`src/hdl/evm_pkg.sv`:
```
// Constants and carriers for the exception priority and vector map.
// Assumes a single system clock; core handshake is level based.
package evm_pkg;
	localparam int NUM_IRQ      = 48;
	localparam int PRIO_W       = 3;
	localparam int VEC_W        = 6;
	localparam int LVL_W        = 5;
	localparam logic [PRIO_W-1:0] PRIO_RST = 3'h0;
	localparam logic [2:0]  GRP_RST    = 3'h0;
	localparam logic [47:0] IRQ_IMPL   = 48'h0000_3ffc_1cff;
	localparam logic [VEC_W-1:0] VEC_STACK = 6'h00;
	localparam logic [VEC_W-1:0] VEC_RESET = 6'h01;
	localparam logic [VEC_W-1:0] VEC_NMI   = 6'h02;
	localparam logic [VEC_W-1:0] VEC_HARD  = 6'h03;
	localparam logic [VEC_W-1:0] VEC_MEM   = 6'h04;
	localparam logic [VEC_W-1:0] VEC_BUS   = 6'h05;
	localparam logic [VEC_W-1:0] VEC_USAGE = 6'h06;
	localparam logic [VEC_W-1:0] VEC_SVC   = 6'h0b;
	localparam logic [VEC_W-1:0] VEC_DBG   = 6'h0c;
	localparam logic [VEC_W-1:0] VEC_PSV   = 6'h0e;
	localparam logic [VEC_W-1:0] VEC_TICK  = 6'h0f;
	localparam logic [VEC_W-1:0] VEC_IRQ0  = 6'h10;
	// Internal rank: 0 reset, 1 nmi, 2 hard, 4+prio settable, 31 base
	localparam logic [LVL_W-1:0] LVL_RESET = 5'h00;
	localparam logic [LVL_W-1:0] LVL_NMI   = 5'h01;
	localparam logic [LVL_W-1:0] LVL_HARD  = 5'h02;
	localparam logic [LVL_W-1:0] LVL_SET0  = 5'h04;
	localparam logic [LVL_W-1:0] LVL_BASE  = 5'h1f;
	// Register byte addresses
	localparam logic [7:0] A_CTRL   = 8'h00;
	localparam logic [7:0] A_STAT   = 8'h04;
	localparam logic [7:0] A_SHPR   = 8'h08;
	localparam logic [7:0] A_IEN0   = 8'h10;
	localparam logic [7:0] A_IEN1   = 8'h14;
	localparam logic [7:0] A_IPR0   = 8'h20;
	// CTRL fields
	localparam int C_NMI  = 0;
	localparam int C_PSV  = 1;
	localparam int C_BUSE = 2;
	localparam int C_DBGE = 3;
	localparam int C_GRP  = 4;
	typedef struct packed {
		logic             valid;
		logic [VEC_W-1:0] vec;
		logic [LVL_W-1:0] lvl;
	} pick_s;
	typedef enum logic [1:0] {
		ST_RUN   = 2'b00,
		ST_STACK = 2'b01,
		ST_SERV  = 2'b10
	} core_e;
endpackage

```
`src/hdl/exception_priority_vector_map.sv`:
```
// Exception prioritiser and vector map with a classic Wishbone slave.
// Assumes synchronous fault/request strobes from the core's clock domain.
// Function
// - Eight settable levels for seven system handlers and 23 interrupts.
// - Settable level 0 ranks fourth, below reset, NMI and hard fault.
// - All settable priority fields reset to 0.
// - Equal levels resolve to lower position number first.
// - Reset vector 1, level -3; drops to base on first instruction.
// - NMI vector 2, level -2; only reset can preempt it.
// - NMI raised only by software control register write.
// - Hard fault vector 3, level -1; blocked faults escalate to it.
// - Memory protection mismatch raises vector 4, settable level.
// - Bus fault vector 5, settable; precise and imprecise sources.
// - Bus fault individually enabled by software.
// - Usage fault raises vector 6, settable level.
// - Service call raises vector 11, settable level.
// - Debug monitor vector 12, enabled only, no lower-priority activation.
// - Pendable service vector 14, settable, software pended only.
// - Tick event raises vector 15, settable level.
// - Interrupt numbers map to the listed peripheral sources.
// - State stacked with parallel vector fetch; restored at handler end.
// - Pending handler at completion tail-chains without restore.
// - Priority split into group and subpriority; group alone preempts.
// - Initial stack pointer loaded from vector table entry 0.
//
// Decided for this implementation: register access over Wishbone and the placing of the registers.
`timescale 1ns/1ps
module exception_priority_vector_map (
	input  wire logic        mclk,
	input  wire logic        rst,
	input  wire logic [31:0] wb_adr_i,
	input  wire logic [31:0] wb_dat_i,
	output logic      [31:0] wb_dat_o,
	input  wire logic        wb_we_i,
	input  wire logic [3:0]  wb_sel_i,
	input  wire logic        wb_cyc_i,
	input  wire logic        wb_stb_i,
	output logic             wb_ack_o,
	input  wire logic [47:0] irqPins,
	input  wire logic        memFault,
	input  wire logic        busFaultPrecise,
	input  wire logic        busFaultImprecise,
	input  wire logic        usageFault,
	input  wire logic        serviceCall,
	input  wire logic        debugMonitor,
	input  wire logic        tickEvent,
	input  wire logic        firstInstr,
	input  wire logic        stackDone,
	input  wire logic        handlerDone,
	output logic             loadStack,
	output logic             stackSave,
	output logic             stateRestore,
	output logic             vecFetch,
	output logic [5:0]       vecNum,
	output logic [4:0]       activeLvl
);
	localparam int N = evm_pkg::NUM_IRQ;
	localparam int PW = evm_pkg::PRIO_W;

	////////////////////////////////////////////////////////////////////////
	// Pin synchronisers; the first stage feeds only the second
	logic [N-1:0] irqS1_ff, irqS2_ff;
	always_ff @(posedge mclk or posedge rst) begin
		if (rst) begin
			irqS1_ff <= '0;
			irqS2_ff <= '0;
		end else begin
			irqS1_ff <= irqPins;
			irqS2_ff <= irqS1_ff;
		end
	end

	////////////////////////////////////////////////////////////////////////
	// Registers
	logic [31:0]   ctrl_ff, nxt_ctrl;
	logic [PW-1:0] shp_ff [7], nxt_shp [7];
	logic [PW-1:0] ipr_ff [N], nxt_ipr [N];
	logic [N-1:0]  ien_ff, nxt_ien;
	logic [N-1:0]  ipend_ff, nxt_ipend;
	logic [6:0]    spend_ff, nxt_spend;
	logic          nmiPend_ff, nxt_nmiPend;
	logic          hardPend_ff, nxt_hardPend;
	logic          ack_ff, nxt_ack;
	logic [31:0]   rdat_ff, nxt_rdat;
	logic [4:0]    act_ff, nxt_act;
	logic [5:0]    vec_ff, nxt_vec;
	evm_pkg::core_e st_ff, nxt_st;
	logic          boot_ff, nxt_boot;
	logic          take, wr;
	logic [7:0]    adr;
	logic [2:0]    grp;
	evm_pkg::pick_s best;
	logic [6:0]    sysIn;
	logic          escalate;
	logic [3:0]    blocked;
	evm_pkg::pick_s entry, grant;
	logic          chain_ff, nxt_chain;

	assign adr  = wb_adr_i[7:0];
	assign take = wb_cyc_i & wb_stb_i & ~ack_ff;
	// Writes land on the edge at which the master sees ack
	assign wr   = wb_cyc_i & wb_stb_i & wb_we_i & ack_ff;
	assign grp  = ctrl_ff[evm_pkg::C_GRP +: 3];

	// Group-only compare: low grp bits are subpriority
	function automatic logic [4:0] grpOf(input logic [4:0] l,
			input logic [2:0] g);
		logic [4:0] m;
		m = 5'h07 << g;
		// Fixed ranks and base pass through; only the settable part splits
		if (l < evm_pkg::LVL_SET0 || l == evm_pkg::LVL_BASE) grpOf = l;
		else grpOf = evm_pkg::LVL_SET0
			+ ((l - evm_pkg::LVL_SET0) & m);
	endfunction

	function automatic logic [4:0] lvlOf(input logic [PW-1:0] p);
		lvlOf = evm_pkg::LVL_SET0 + {2'h0, p};
	endfunction

	////////////////////////////////////////////////////////////////////////
	// Pending and priority selection
	// Order sys: mem,bus,usage,svc,dbg,psv,tick
	localparam logic [5:0] SVEC [7] = '{evm_pkg::VEC_MEM, evm_pkg::VEC_BUS,
		evm_pkg::VEC_USAGE, evm_pkg::VEC_SVC, evm_pkg::VEC_DBG,
		evm_pkg::VEC_PSV, evm_pkg::VEC_TICK};

	always_comb begin
		logic [4:0] l;
		logic [4:0] now;
		l = '0;
		now = grpOf(act_ff, grp);
		// A mem, precise bus, usage or svc event that cannot preempt the active level escalates instead
		blocked[0] = now <= grpOf(lvlOf(shp_ff[0]), grp);
		blocked[1] = now <= grpOf(lvlOf(shp_ff[1]), grp);
		blocked[2] = now <= grpOf(lvlOf(shp_ff[2]), grp);
		blocked[3] = now <= grpOf(lvlOf(shp_ff[3]), grp);
		escalate = (busFaultPrecise
			& (~ctrl_ff[evm_pkg::C_BUSE] | blocked[1]))
			| (memFault & blocked[0])
			| (usageFault & blocked[2])
			| (serviceCall & blocked[3]);
		sysIn[6] = tickEvent;
		sysIn[5] = 1'b0;
		sysIn[4] = debugMonitor & ctrl_ff[evm_pkg::C_DBGE];
		sysIn[3] = serviceCall & ~blocked[3];
		sysIn[2] = usageFault & ~blocked[2];
		// Imprecise bus faults are asynchronous, so they wait as pending
		sysIn[1] = ctrl_ff[evm_pkg::C_BUSE]
			& ((busFaultPrecise & ~blocked[1]) | busFaultImprecise);
		sysIn[0] = memFault & ~blocked[0];
		best = '{valid: 1'b0, vec: 6'h00, lvl: evm_pkg::LVL_BASE};
		if (nmiPend_ff) begin
			best = '{valid: 1'b1, vec: evm_pkg::VEC_NMI,
				lvl: evm_pkg::LVL_NMI};
		end else if (hardPend_ff) begin
			best = '{valid: 1'b1, vec: evm_pkg::VEC_HARD,
				lvl: evm_pkg::LVL_HARD};
		end else begin
			// Strict less-than keeps the lowest position on ties
			for (int i = 0; i < 7; i++) begin
				l = lvlOf(shp_ff[i]);
				if (spend_ff[i] && l < best.lvl) begin
					best = '{valid: 1'b1, vec: SVEC[i], lvl: l};
				end
			end
			for (int i = 0; i < N; i++) begin
				l = lvlOf(ipr_ff[i]);
				if (ipend_ff[i] && ien_ff[i] && l < best.lvl) begin
					best = '{valid: 1'b1,
						vec: evm_pkg::VEC_IRQ0 + 6'(i), lvl: l};
				end
			end
		end
		// Preempt only on strictly more urgent group
		entry = best;
		if (best.valid && grpOf(best.lvl, grp) >= now) begin
			entry.valid = 1'b0;
		end
		// At handler end the level returns to base, so any pending chains
		grant = '{valid: 1'b0, vec: 6'h00, lvl: evm_pkg::LVL_BASE};
		if (st_ff == evm_pkg::ST_RUN && !boot_ff) begin
			grant = entry;
		end else if (st_ff == evm_pkg::ST_SERV && handlerDone) begin
			grant = best;
		end
	end

	////////////////////////////////////////////////////////////////////////
	// Register next state and core sequencer
	always_comb begin
		nxt_ctrl = ctrl_ff;
		nxt_shp = shp_ff;
		nxt_ipr = ipr_ff;
		nxt_ien = ien_ff;
		nxt_ack = take;
		nxt_rdat = rdat_ff;
		nxt_nmiPend = nmiPend_ff;
		nxt_hardPend = hardPend_ff | escalate;
		nxt_spend = spend_ff;
		nxt_ipend = ipend_ff | (irqS2_ff & evm_pkg::IRQ_IMPL);
		nxt_act = act_ff;
		nxt_vec = vec_ff;
		nxt_st = st_ff;
		nxt_boot = boot_ff;
		nxt_chain = 1'b0;
		if (take) begin
			nxt_rdat = 32'h0;
			unique case (adr)
				evm_pkg::A_CTRL: nxt_rdat = {25'h0, ctrl_ff[6:2], 2'h0};
				evm_pkg::A_STAT: nxt_rdat = {15'h0, st_ff, vec_ff,
					act_ff, nmiPend_ff, hardPend_ff, 1'b0, spend_ff[5]};
				evm_pkg::A_SHPR: for (int i = 0; i < 7; i++)
					nxt_rdat[4*i +: PW] = shp_ff[i];
				evm_pkg::A_IEN0: nxt_rdat = ien_ff[31:0];
				evm_pkg::A_IEN1: nxt_rdat = {16'h0, ien_ff[47:32]};
				default: begin
					for (int r = 0; r < 6; r++)
						if (adr == evm_pkg::A_IPR0 + 8'(4*r))
							for (int j = 0; j < 8; j++)
								nxt_rdat[4*j +: PW] = ipr_ff[8*r+j];
				end
			endcase
		end
		if (wr && wb_sel_i[0]) begin
			unique case (adr)
				evm_pkg::A_CTRL: begin
					nxt_ctrl[6:2] = wb_dat_i[6:2];
					if (wb_dat_i[evm_pkg::C_NMI]) nxt_nmiPend = 1'b1;
					if (wb_dat_i[evm_pkg::C_PSV]) nxt_spend[5] = 1'b1;
				end
				default: ;
			endcase
		end
		if (wr) begin
			for (int b = 0; b < 4; b++) begin
				if (wb_sel_i[b]) begin
					for (int h = 0; h < 2; h++) begin
						if (adr == evm_pkg::A_SHPR && 2*b+h < 7)
							nxt_shp[2*b+h] = wb_dat_i[8*b+4*h +: PW];
						for (int r = 0; r < 6; r++)
							if (adr == evm_pkg::A_IPR0 + 8'(4*r))
								nxt_ipr[8*r+2*b+h] =
									wb_dat_i[8*b+4*h +: PW];
					end
					if (adr == evm_pkg::A_IEN0)
						nxt_ien[8*b +: 8] = wb_dat_i[8*b +: 8];
					if (adr == evm_pkg::A_IEN1 && b < 2)
						nxt_ien[32+8*b +: 8] = wb_dat_i[8*b +: 8];
				end
			end
			nxt_ien = nxt_ien & evm_pkg::IRQ_IMPL;
		end
		unique case (st_ff)
			evm_pkg::ST_RUN: begin
				if (boot_ff && firstInstr) begin
					nxt_boot = 1'b0;
					nxt_act = evm_pkg::LVL_BASE;
				end else if (!boot_ff && grant.valid) begin
					nxt_st = evm_pkg::ST_STACK;
					nxt_vec = grant.vec;
					nxt_act = grant.lvl;
				end
			end
			evm_pkg::ST_STACK: begin
				if (stackDone) nxt_st = evm_pkg::ST_SERV;
			end
			evm_pkg::ST_SERV: begin
				if (handlerDone && grant.valid) begin
					// Tail-chain: new vector, no restore and no re-stack
					nxt_vec = grant.vec;
					nxt_act = grant.lvl;
					nxt_chain = 1'b1;
				end else if (handlerDone) begin
					nxt_act = evm_pkg::LVL_BASE;
					nxt_st = evm_pkg::ST_RUN;
				end
			end
			default: nxt_st = evm_pkg::ST_RUN;
		endcase
		// Clear pending when taken; new events this cycle win over the clear
		if (grant.valid) begin
			if (grant.vec == evm_pkg::VEC_NMI) nxt_nmiPend = wr & wb_sel_i[0]
				& wb_dat_i[evm_pkg::C_NMI] & (adr == evm_pkg::A_CTRL);
			else if (grant.vec == evm_pkg::VEC_HARD) nxt_hardPend = escalate;
			else if (grant.vec >= evm_pkg::VEC_IRQ0)
				nxt_ipend[grant.vec - evm_pkg::VEC_IRQ0] =
					irqS2_ff[grant.vec - evm_pkg::VEC_IRQ0];
			else for (int i = 0; i < 7; i++)
				if (SVEC[i] == grant.vec)
					nxt_spend[i] = sysIn[i] | (i == 5 && wr
						&& adr == evm_pkg::A_CTRL && wb_sel_i[0]
						&& wb_dat_i[evm_pkg::C_PSV]);
		end
		nxt_spend = nxt_spend | sysIn;
	end

	always_ff @(posedge mclk or posedge rst) begin
		if (rst) begin
			ctrl_ff <= {25'h0, evm_pkg::GRP_RST, 4'h0};
			for (int i = 0; i < 7; i++) shp_ff[i] <= evm_pkg::PRIO_RST;
			for (int i = 0; i < N; i++) ipr_ff[i] <= evm_pkg::PRIO_RST;
			ien_ff <= '0;
			ipend_ff <= '0;
			spend_ff <= '0;
			nmiPend_ff <= 1'b0;
			hardPend_ff <= 1'b0;
			ack_ff <= 1'b0;
			rdat_ff <= '0;
			act_ff <= evm_pkg::LVL_RESET;
			vec_ff <= evm_pkg::VEC_RESET;
			st_ff <= evm_pkg::ST_RUN;
			boot_ff <= 1'b1;
			chain_ff <= 1'b0;
		end else begin
			ctrl_ff <= nxt_ctrl;
			shp_ff <= nxt_shp;
			ipr_ff <= nxt_ipr;
			ien_ff <= nxt_ien;
			ipend_ff <= nxt_ipend;
			spend_ff <= nxt_spend;
			nmiPend_ff <= nxt_nmiPend;
			hardPend_ff <= nxt_hardPend;
			ack_ff <= nxt_ack;
			rdat_ff <= nxt_rdat;
			act_ff <= nxt_act;
			vec_ff <= nxt_vec;
			st_ff <= nxt_st;
			boot_ff <= nxt_boot;
			chain_ff <= nxt_chain;
		end
	end

	////////////////////////////////////////////////////////////////////////
	// Outputs
	assign wb_ack_o  = ack_ff;
	assign wb_dat_o  = rdat_ff;
	assign loadStack = boot_ff;
	// Vector fetch runs alongside stacking
	assign stackSave = st_ff == evm_pkg::ST_STACK;
	// A chained entry fetches its vector for one cycle without stacking
	assign vecFetch  = boot_ff | stackSave | chain_ff;
	// Restore only when nothing is waiting; else tail-chain
	assign stateRestore = st_ff == evm_pkg::ST_SERV && handlerDone
		&& !grant.valid;
	assign vecNum    = boot_ff ? evm_pkg::VEC_STACK : vec_ff;
	assign activeLvl = act_ff;
endmodule // exception_priority_vector_map

```
`config.mk`:
```
export PLATFORM = sky130hd
export DESIGN_NAME = exception_priority_vector_map
export DESIGN_NICKNAME = d
export VERILOG_FILES = /design/src/hdl/evm_pkg.sv /design/src/hdl/exception_priority_vector_map.sv
export SDC_FILE = /design/constraint.sdc
export NUM_CORES = 1
export LEC_CHECK = 0
export BUFFER_PORTS_ARGS = -buffer_cell sky130_fd_sc_hd__buf_4
export CELL_PAD_IN_SITES_DETAIL_PLACEMENT = 1
export CELL_PAD_IN_SITES_GLOBAL_PLACEMENT = 2
export CORE_AREA = 2 2 283 285
export CTS_BUF_LIST = sky130_fd_sc_hd__clkbuf_4 sky130_fd_sc_hd__clkbuf_8
export DETAILED_ROUTE_END_ITERATION = 8
export DIE_AREA = 0 0 285 287
export PLACE_DENSITY_LB_ADDON = 0.1
export SYNTH_ARGS = -nofsm -noshare
export SYNTH_HDL_FRONTEND = slang
export SYNTH_SLANG_ARGS = --single-unit
```
`constraint.sdc`:
```
create_clock -name mclk -period 69.2 [get_ports mclk]
set_clock_uncertainty 0.1 [all_clocks]
set_input_delay 6.92 -clock mclk [delete_from_list [all_inputs] [get_ports mclk]]
set_output_delay 6.92 -clock mclk [all_outputs]
set_load 0.01 [all_outputs]
```
* Word level (Yosys, flattened, before mapping) *
Cells that the tools add are included.
W data, S select, Z words.

storage, ports and cells
  output and inout port bits = 48
  word-level logic and storage cells = 562
  bits of input ports = 131
  bits in registers = 393

operators by class
  magnitude comparators = 44
  bitwise gates (word level) = 39
  $add $sub $neg = 43
  multiplexer cells = 211
  reductions and logical operators = 116
  equality and inequality tests = 35
  shifts and indexed selects = 1

operators by type and width
  kind                   number
  $mux W12               92
  $mux W48               4
  $lt A4 B5 Y1           29
  $mux W3                48
  $add A3 B3 Y4 const A  30
  $reduce_and A3 Y1      33
  $logic_and A1 B1 Y1    65
  $mux W5                10
  $bwmux W48             1
  $eq A8 B6 Y1 const B   6
  $or A48 B30 Y48        1
  $pmux W3 S4            3
  $add A3 B5 Y5 const A  6
  $and A5 B5 Y5          6
  $eq A5 B5 Y1 const B   6
  $lt A5 B3 Y1 const B   6
  $pmux W3 S5            2
  $sub A5 B3 Y5 const B  6
  $mux W7                4
  $mux W1                27
  $eq A4 B6 Y1 const A   4
  $mux W6                4
  $le A5 B5 Y1           4
  $eq A3 B6 Y1 const A   3
  other kinds (42)       89

* Depth between registers and ports, before layout *
  depth in word-level cells = 169
  mapped depth = 256
  gate-level depth less buffers = 249

* Worst setup path before layout *
Ideal clock, no wire load.

  path type = reg2reg
  start = register spend_ff[0]
  end = register ipend_ff[0]
  slack = 26.562 ns
  buffers on the path = 4
  period minus slack after synthesis = 42.638 ns
  required time = 68.976 ns
  data arrival time = 42.413 ns
  setup time = 0.124 ns
  stages on the path, launching flop included = 242
  cells stage by stage = dfrtp_1 buf_4 buf_4 and2b_1 ha_1 a21bo_1 or3_1 o21a_1 a21oi_1 inv_1 ha_1 inv_1 nor3_1 nand3_1 a211o_1 and3_1 mux2i_1 ha_1 (+206 left out) nand2_1 nand2_1 o21ai_0 ha_1 nand2b_1 a21oi_1 nor2b_1 o21ai_0 nand2b_1 a21oi_1 nor4_1 or3_1 clkbuf_1 a31o_1 nor3_1 nand3_1 a211oi_1 nor2_1

between the ends
  cells in the longest elaborated chain, start to end = 161
  elaborated cells on any way between the ends = 177
  classes of those cells = 3 x add/sub; 34 x order compare; 3 x eq/ne; 103 x mux; 1 x bitwise; 33 x reduce/logical

RTL lines
  what                           line                                  text
  start, declared                exception_priority_vector_map.sv:80   logic [6:0] spend_ff, nxt_spend;
  start signal, assigned         exception_priority_vector_map.sv:320  spend_ff <= nxt_spend;
  $logic_and A1 B1 Y1 *          exception_priority_vector_map.sv:162  if (spend_ff[i] && l < best.lvl) begin
  $mux W12 *                     exception_priority_vector_map.sv:162
  $mux W12 *                     exception_priority_vector_map.sv:155  end else if (hardPend_ff) begin
  $mux W12 *                     exception_priority_vector_map.sv:152  if (nmiPend_ff) begin
  $lt A4 B5 Y1                   exception_priority_vector_map.sv:162
  $logic_and A1 B1 Y1            exception_priority_vector_map.sv:162
  $mux W12 *                     exception_priority_vector_map.sv:162
  $mux W12 *                     exception_priority_vector_map.sv:155
  (+146 left out)                n/a
  $mux W1 (not written as such)  exception_priority_vector_map.sv:286  nxt_ipend[grant.vec - evm_pkg::VEC_IRQ0] =
  $demux W1 S6                   exception_priority_vector_map.sv:286
  $bwmux W48                     exception_priority_vector_map.sv:286
  $mux W48                       exception_priority_vector_map.sv:285  else if (grant.vec >= evm_pkg::VEC_IRQ0)
  $mux W48                       exception_priority_vector_map.sv:284  else if (grant.vec == evm_pkg::VEC_HARD) nxt_hardPend = escalate;
  $mux W48                       exception_priority_vector_map.sv:282  if (grant.vec == evm_pkg::VEC_NMI) nxt_nmiPend = wr & wb_sel_i[0]
  $mux W48 *                     exception_priority_vector_map.sv:281  if (grant.valid) begin
  net nxt_ipend[0]               exception_priority_vector_map.sv:79   logic [N-1:0] ipend_ff, nxt_ipend;
  end signal, assigned           exception_priority_vector_map.sv:319  ipend_ff <= nxt_ipend;
  end, declared                  exception_priority_vector_map.sv:79

Mark *: on every way through the listed nets, which the timed path passes. The rest lies on a longest branch. The select of a mux whose other input is x is not followed.
A chain may end at the register's enable or synchronous reset.

* Worst setup path after layout *
  start = register spend_ff[0]
  end = register ipend_ff[22]

Same word-level chain as after synthesis.

==> flow_metrics.tcl <==
set metrics [dict create \
    rsz0062_at_grt "no" \
    leakagePower_nw 11.8 \
    grt_first_pass_wirelength_um 145000 \
    number_of_synthesized_flops_with_an_enable_pin 0 \
    cp_slowest_stage_delay_ns 0.84 \
    ir_drop_mv 0.0202 \
    first_global_vias 22300 \
    starting_density_of_the_core_pct 29.9 \
    clock_sinks 366 \
    total_of_max_cap_violations 0 \
    cts_repair_resize_count 0 \
    delay_heaviest_family_cp "compound AO/OA/AOI/OAI gates" \
    clkLatencyLatePin_ns 0.66 \
    top_level_ports 179 \
    syn_inst 2485 \
    drt_pre_antenna_iters 8 \
    postCtsHoldBufs 0 \
    period_share_pct 79.1 \
    report.final.slew_viol_count 0 \
    yosys_warnings 0 \
    cts_buffers 68 \
    timing.final.setup_violations 0 \
    drtAntennaViolNets 0 \
    setup_ws_ns 14.49 \
    route.vias.total 21100 \
    total_power_w 0.000658 \
    cts_tree "built" \
    crit_start_category "flip-flop" \
    clock_path_buffers 3 \
    pwr_density_cell_mw_per_mm2 24.2 \
    grtUsageTotal_pct 23.5 \
    cpMostUsedCell "sky130_fd_sc_hd__ha_1" \
    setup.worst_path.class "flip-flop to flip-flop" \
    holdCritPathClass "flip-flop to flip-flop" \
    fin_crit_ns 54.71 \
    synth-seq-cells 366 \
    areaGrowthSynthToFinish_pct 15.8 \
    first_iter_violations 1365 \
    dieHeight_um 287 \
    detailed_place_hpwl_um 77200 \
    coreArea_mm2 0.0786 \
    synth_ff_type "sky130_fd_sc_hd__dfrtp_1" \
    cp.arrival_ns 55.08 \
    htree_num_levels 3 \
    worst_setup_hold_path_clk_slew_ns 0.06 \
    layout.cells.non_filler 3744 \
    global_route.overflow_total 0 \
    tightest_slew_ns 1.14 \
    finalSetupTns_ns 0 \
    die_x_um 285 \
    status "completed" \
    numPortBuffers 150 \
    grt_max_degree 124 \
    gp_congestion 0.866 \
    critPathBufInv 24 \
    routedWlPerCell_um 25.9 \
    die_area_mm2 0.0818 \
    place_inst 3631 \
    worst_slew_margin_rel_pct 24.0 \
    rows 103 \
    syn_area_per_cell_um2 9.45 \
    synth_async_reset_ratio_pct 100 \
    timing.final.hold_violations 0 \
    post-cts-setup-buffers 0 \
    postRouteWirelength_um 96900 \
    worstPathMaxFanout 18 \
    final_layout_size_suffix_gt1_share_pct 22.5 \
    post_synth_instance_area_mm2 0.0235 \
    synth.yosys.seq_area_share_pct 39.0 \
    worst_setup_slack_post_dpl_ns 14.80 \
    critical-path-slowest-cell "sky130_fd_sc_hd__a21boi_1" \
    vias_per_cell 5.62 \
    cts.root.buffer_cell "sky130_fd_sc_hd__clkbuf_8" \
    synth_cell_types 127 \
    layout.nets 2848 \
    syn_nets 2682 \
    clock.fmax_ghz 0.0183 \
    antenna_found_initial 2 \
    critical_path.endpoint_type "flip-flop" \
    post_route_drc 0 \
    critPathRequiredTime_ns 69.58 \
]
[layout make-up]
| type | count | area [um2] |
|---|---|---|
| clock buffer | 98 | 1240 |
| multi-input combinational | 1937 | 13500 |
| antenna | 1 | 2.50 |
| clock inverter | 14 | 258 |
| sequential | 366 | 9160 |
| fill | 9030 | 51400 |
| inverter | 107 | 409 |
| timing repair buffer | 171 | 1280 |
| tap | 1050 | 1310 |
[power breakdown]
group / internal (W) / switching, W
combinational: 0.0000655 / 0.000124
sequential: 0.000222 / 0.0000119
clock: 0.000140 / 0.0000938
[metrics by stage]
step                util, %  cell area (um2)  hold WS (ns)
floorplan                 -            23500         0.231
global placement       32.7            25700         0.237
detailed placement     32.7            25700         0.237
CTS                    34.6            27200         0.244
global route           34.6            27200         0.244
finish                 34.6            27200         0.243
[cells by family after synthesis]
logic type / synth area share, %
xor gates and xnor gates: 0.560
muxes: 11.6
buffers and inverters: 3.53
DFF: 39.0
and+or+nand+nor: 17.4
AOI/OAI and AO/OA: 23.9
adders and majority gates: 3.90
other: 0.0160
[synth_stat cells, types with 11 or more instances]
master / count / area [um2]
sky130_fd_sc_hd__a211o_1: 15 / 131
sky130_fd_sc_hd__a211oi_1: 26 / 195
sky130_fd_sc_hd__a21o_1: 31 / 233
sky130_fd_sc_hd__a21oi_1: 122 / 611
sky130_fd_sc_hd__a21oi_2: 17 / 149
sky130_fd_sc_hd__a221oi_1: 25 / 219
sky130_fd_sc_hd__a222oi_1: 22 / 220
sky130_fd_sc_hd__a22o_1: 11 / 96.3
sky130_fd_sc_hd__a22oi_1: 22 / 165
sky130_fd_sc_hd__a2bb2oi_1: 13 / 114
sky130_fd_sc_hd__a31oi_1: 45 / 282
sky130_fd_sc_hd__and2_1: 30 / 188
sky130_fd_sc_hd__and3_1: 23 / 144
sky130_fd_sc_hd__buf_4: 19 / 143
sky130_fd_sc_hd__clkbuf_1: 36 / 135
sky130_fd_sc_hd__dfrtp_1: 364 / 9110
sky130_fd_sc_hd__ha_1: 66 / 826
sky130_fd_sc_hd__inv_1: 106 / 398
sky130_fd_sc_hd__mux2_2: 197 / 2220
sky130_fd_sc_hd__mux2i_1: 48 / 480
sky130_fd_sc_hd__nand2_1: 259 / 972
sky130_fd_sc_hd__nand2b_1: 23 / 144
sky130_fd_sc_hd__nand3_1: 57 / 285
sky130_fd_sc_hd__nand4_1: 15 / 93.8
sky130_fd_sc_hd__nor2_1: 206 / 773
sky130_fd_sc_hd__nor2b_1: 26 / 163
sky130_fd_sc_hd__nor3_1: 52 / 260
sky130_fd_sc_hd__nor4_1: 15 / 93.8
sky130_fd_sc_hd__o211ai_1: 26 / 195
sky130_fd_sc_hd__o21a_1: 17 / 128
sky130_fd_sc_hd__o21ai_0: 144 / 721
sky130_fd_sc_hd__o21ai_1: 20 / 100
sky130_fd_sc_hd__o31a_1: 11 / 96.3
sky130_fd_sc_hd__o31ai_1: 25 / 188
sky130_fd_sc_hd__or2_2: 27 / 169
sky130_fd_sc_hd__or3_1: 21 / 131
sky130_fd_sc_hd__xnor2_1: 12 / 105
[per-layer routing]
layer  track usage [%]  part of all wire (%)  up-vias
met3              2.94                   4.1      133
met1              31.8                    46    10800
li1                  -                     -     9686
met4              8.29                   3.3        2
met5                 0                 0.012        -
met2              38.6                    46      480
[placed cells by master, fill, tap and decap left out, drive strengths merged, types with 10 or more instances in the layout]
cell type,Yosys,routed
o21a,17,17
or4,14,14
a221oi,25,25
a2111oi,12,12
xnor2,12,12
ha,66,66
mux2,199,199
mux2i,48,48
a22o,11,11
nand4,16,16
nor3,53,53
o211ai,30,30
o21ai,168,168
a211o,15,15
nor2b,26,26
clkbuf,38,98
a21boi,16,16
nand3,60,60
dfrtp,364,364
a2bb2oi,13,13
or2,29,29
a22oi,24,24
and3,26,26
and2,33,33
o31ai,28,28
a21o,32,32
a31oi,45,45
o31a,13,13
a21oi,140,140
a31o,10,10
buf,35,171
nand2b,23,23
a222oi,22,22
inv,106,109
nor2,206,206
or3,21,21
nor4,23,23
a211oi,30,30
nand2,259,259
[flip-flops by register name, summed over array words and instances (netlist names), 2 cells and up]
| signal | cells |
|---|---|
| irqS1_ff | 47 |
| shp_ff | 21 |
| ien_ff | 23 |
| spend_ff | 7 |
| wb_dat_o | 31 |
| vec_ff | 6 |
| activeLvl | 5 |
| ctrl_ff | 5 |
| irqS2_ff | 47 |
| st_ff | 2 |
| ipend_ff | 23 |
| ipr_ff | 144 |
[final timing paths]
| check | endpoint | startpoint | cells past startpoint | slack (ns) |
|---|---|---|---|---|
| setup / recovery | ipend_ff[22]$_DFF_PP0_ | spend_ff[0]$_DFF_PP0_ | 232 | 14.49 |
| hold / removal | irqS2_ff[26]$_DFF_PP0_ | irqS1_ff[26]$_DFF_PP0_ | 0 | 0.24 |
| setup reg to reg | ipend_ff[22]$_DFF_PP0_ | spend_ff[0]$_DFF_PP0_ | 232 | 14.49 |
| hold reg to reg | irqS2_ff[26]$_DFF_PP0_ | irqS1_ff[26]$_DFF_PP0_ | 0 | 0.24 |
| max in group asynchronous | irqS2_ff[24]$_DFF_PP0_ | rst | 4 | 60.41 |
| min in group asynchronous | irqS1_ff[44]$_DFF_PP0_ | rst | 2 | 6.30 |
[worst register-to-register path: cells and delay by family, from the launching register on]
family | cells | cell delay, ns
buffers and inverters | 24 | 2.03
and+or+nand+nor | 70 | 13.51
DFF | 1 | 0.65
muxes | 8 | 2.39
adders and majority gates | 32 | 9.46
AOI/OAI and AO/OA | 98 | 26.29
No activity file was read; power rests on OpenSTA's default activity.
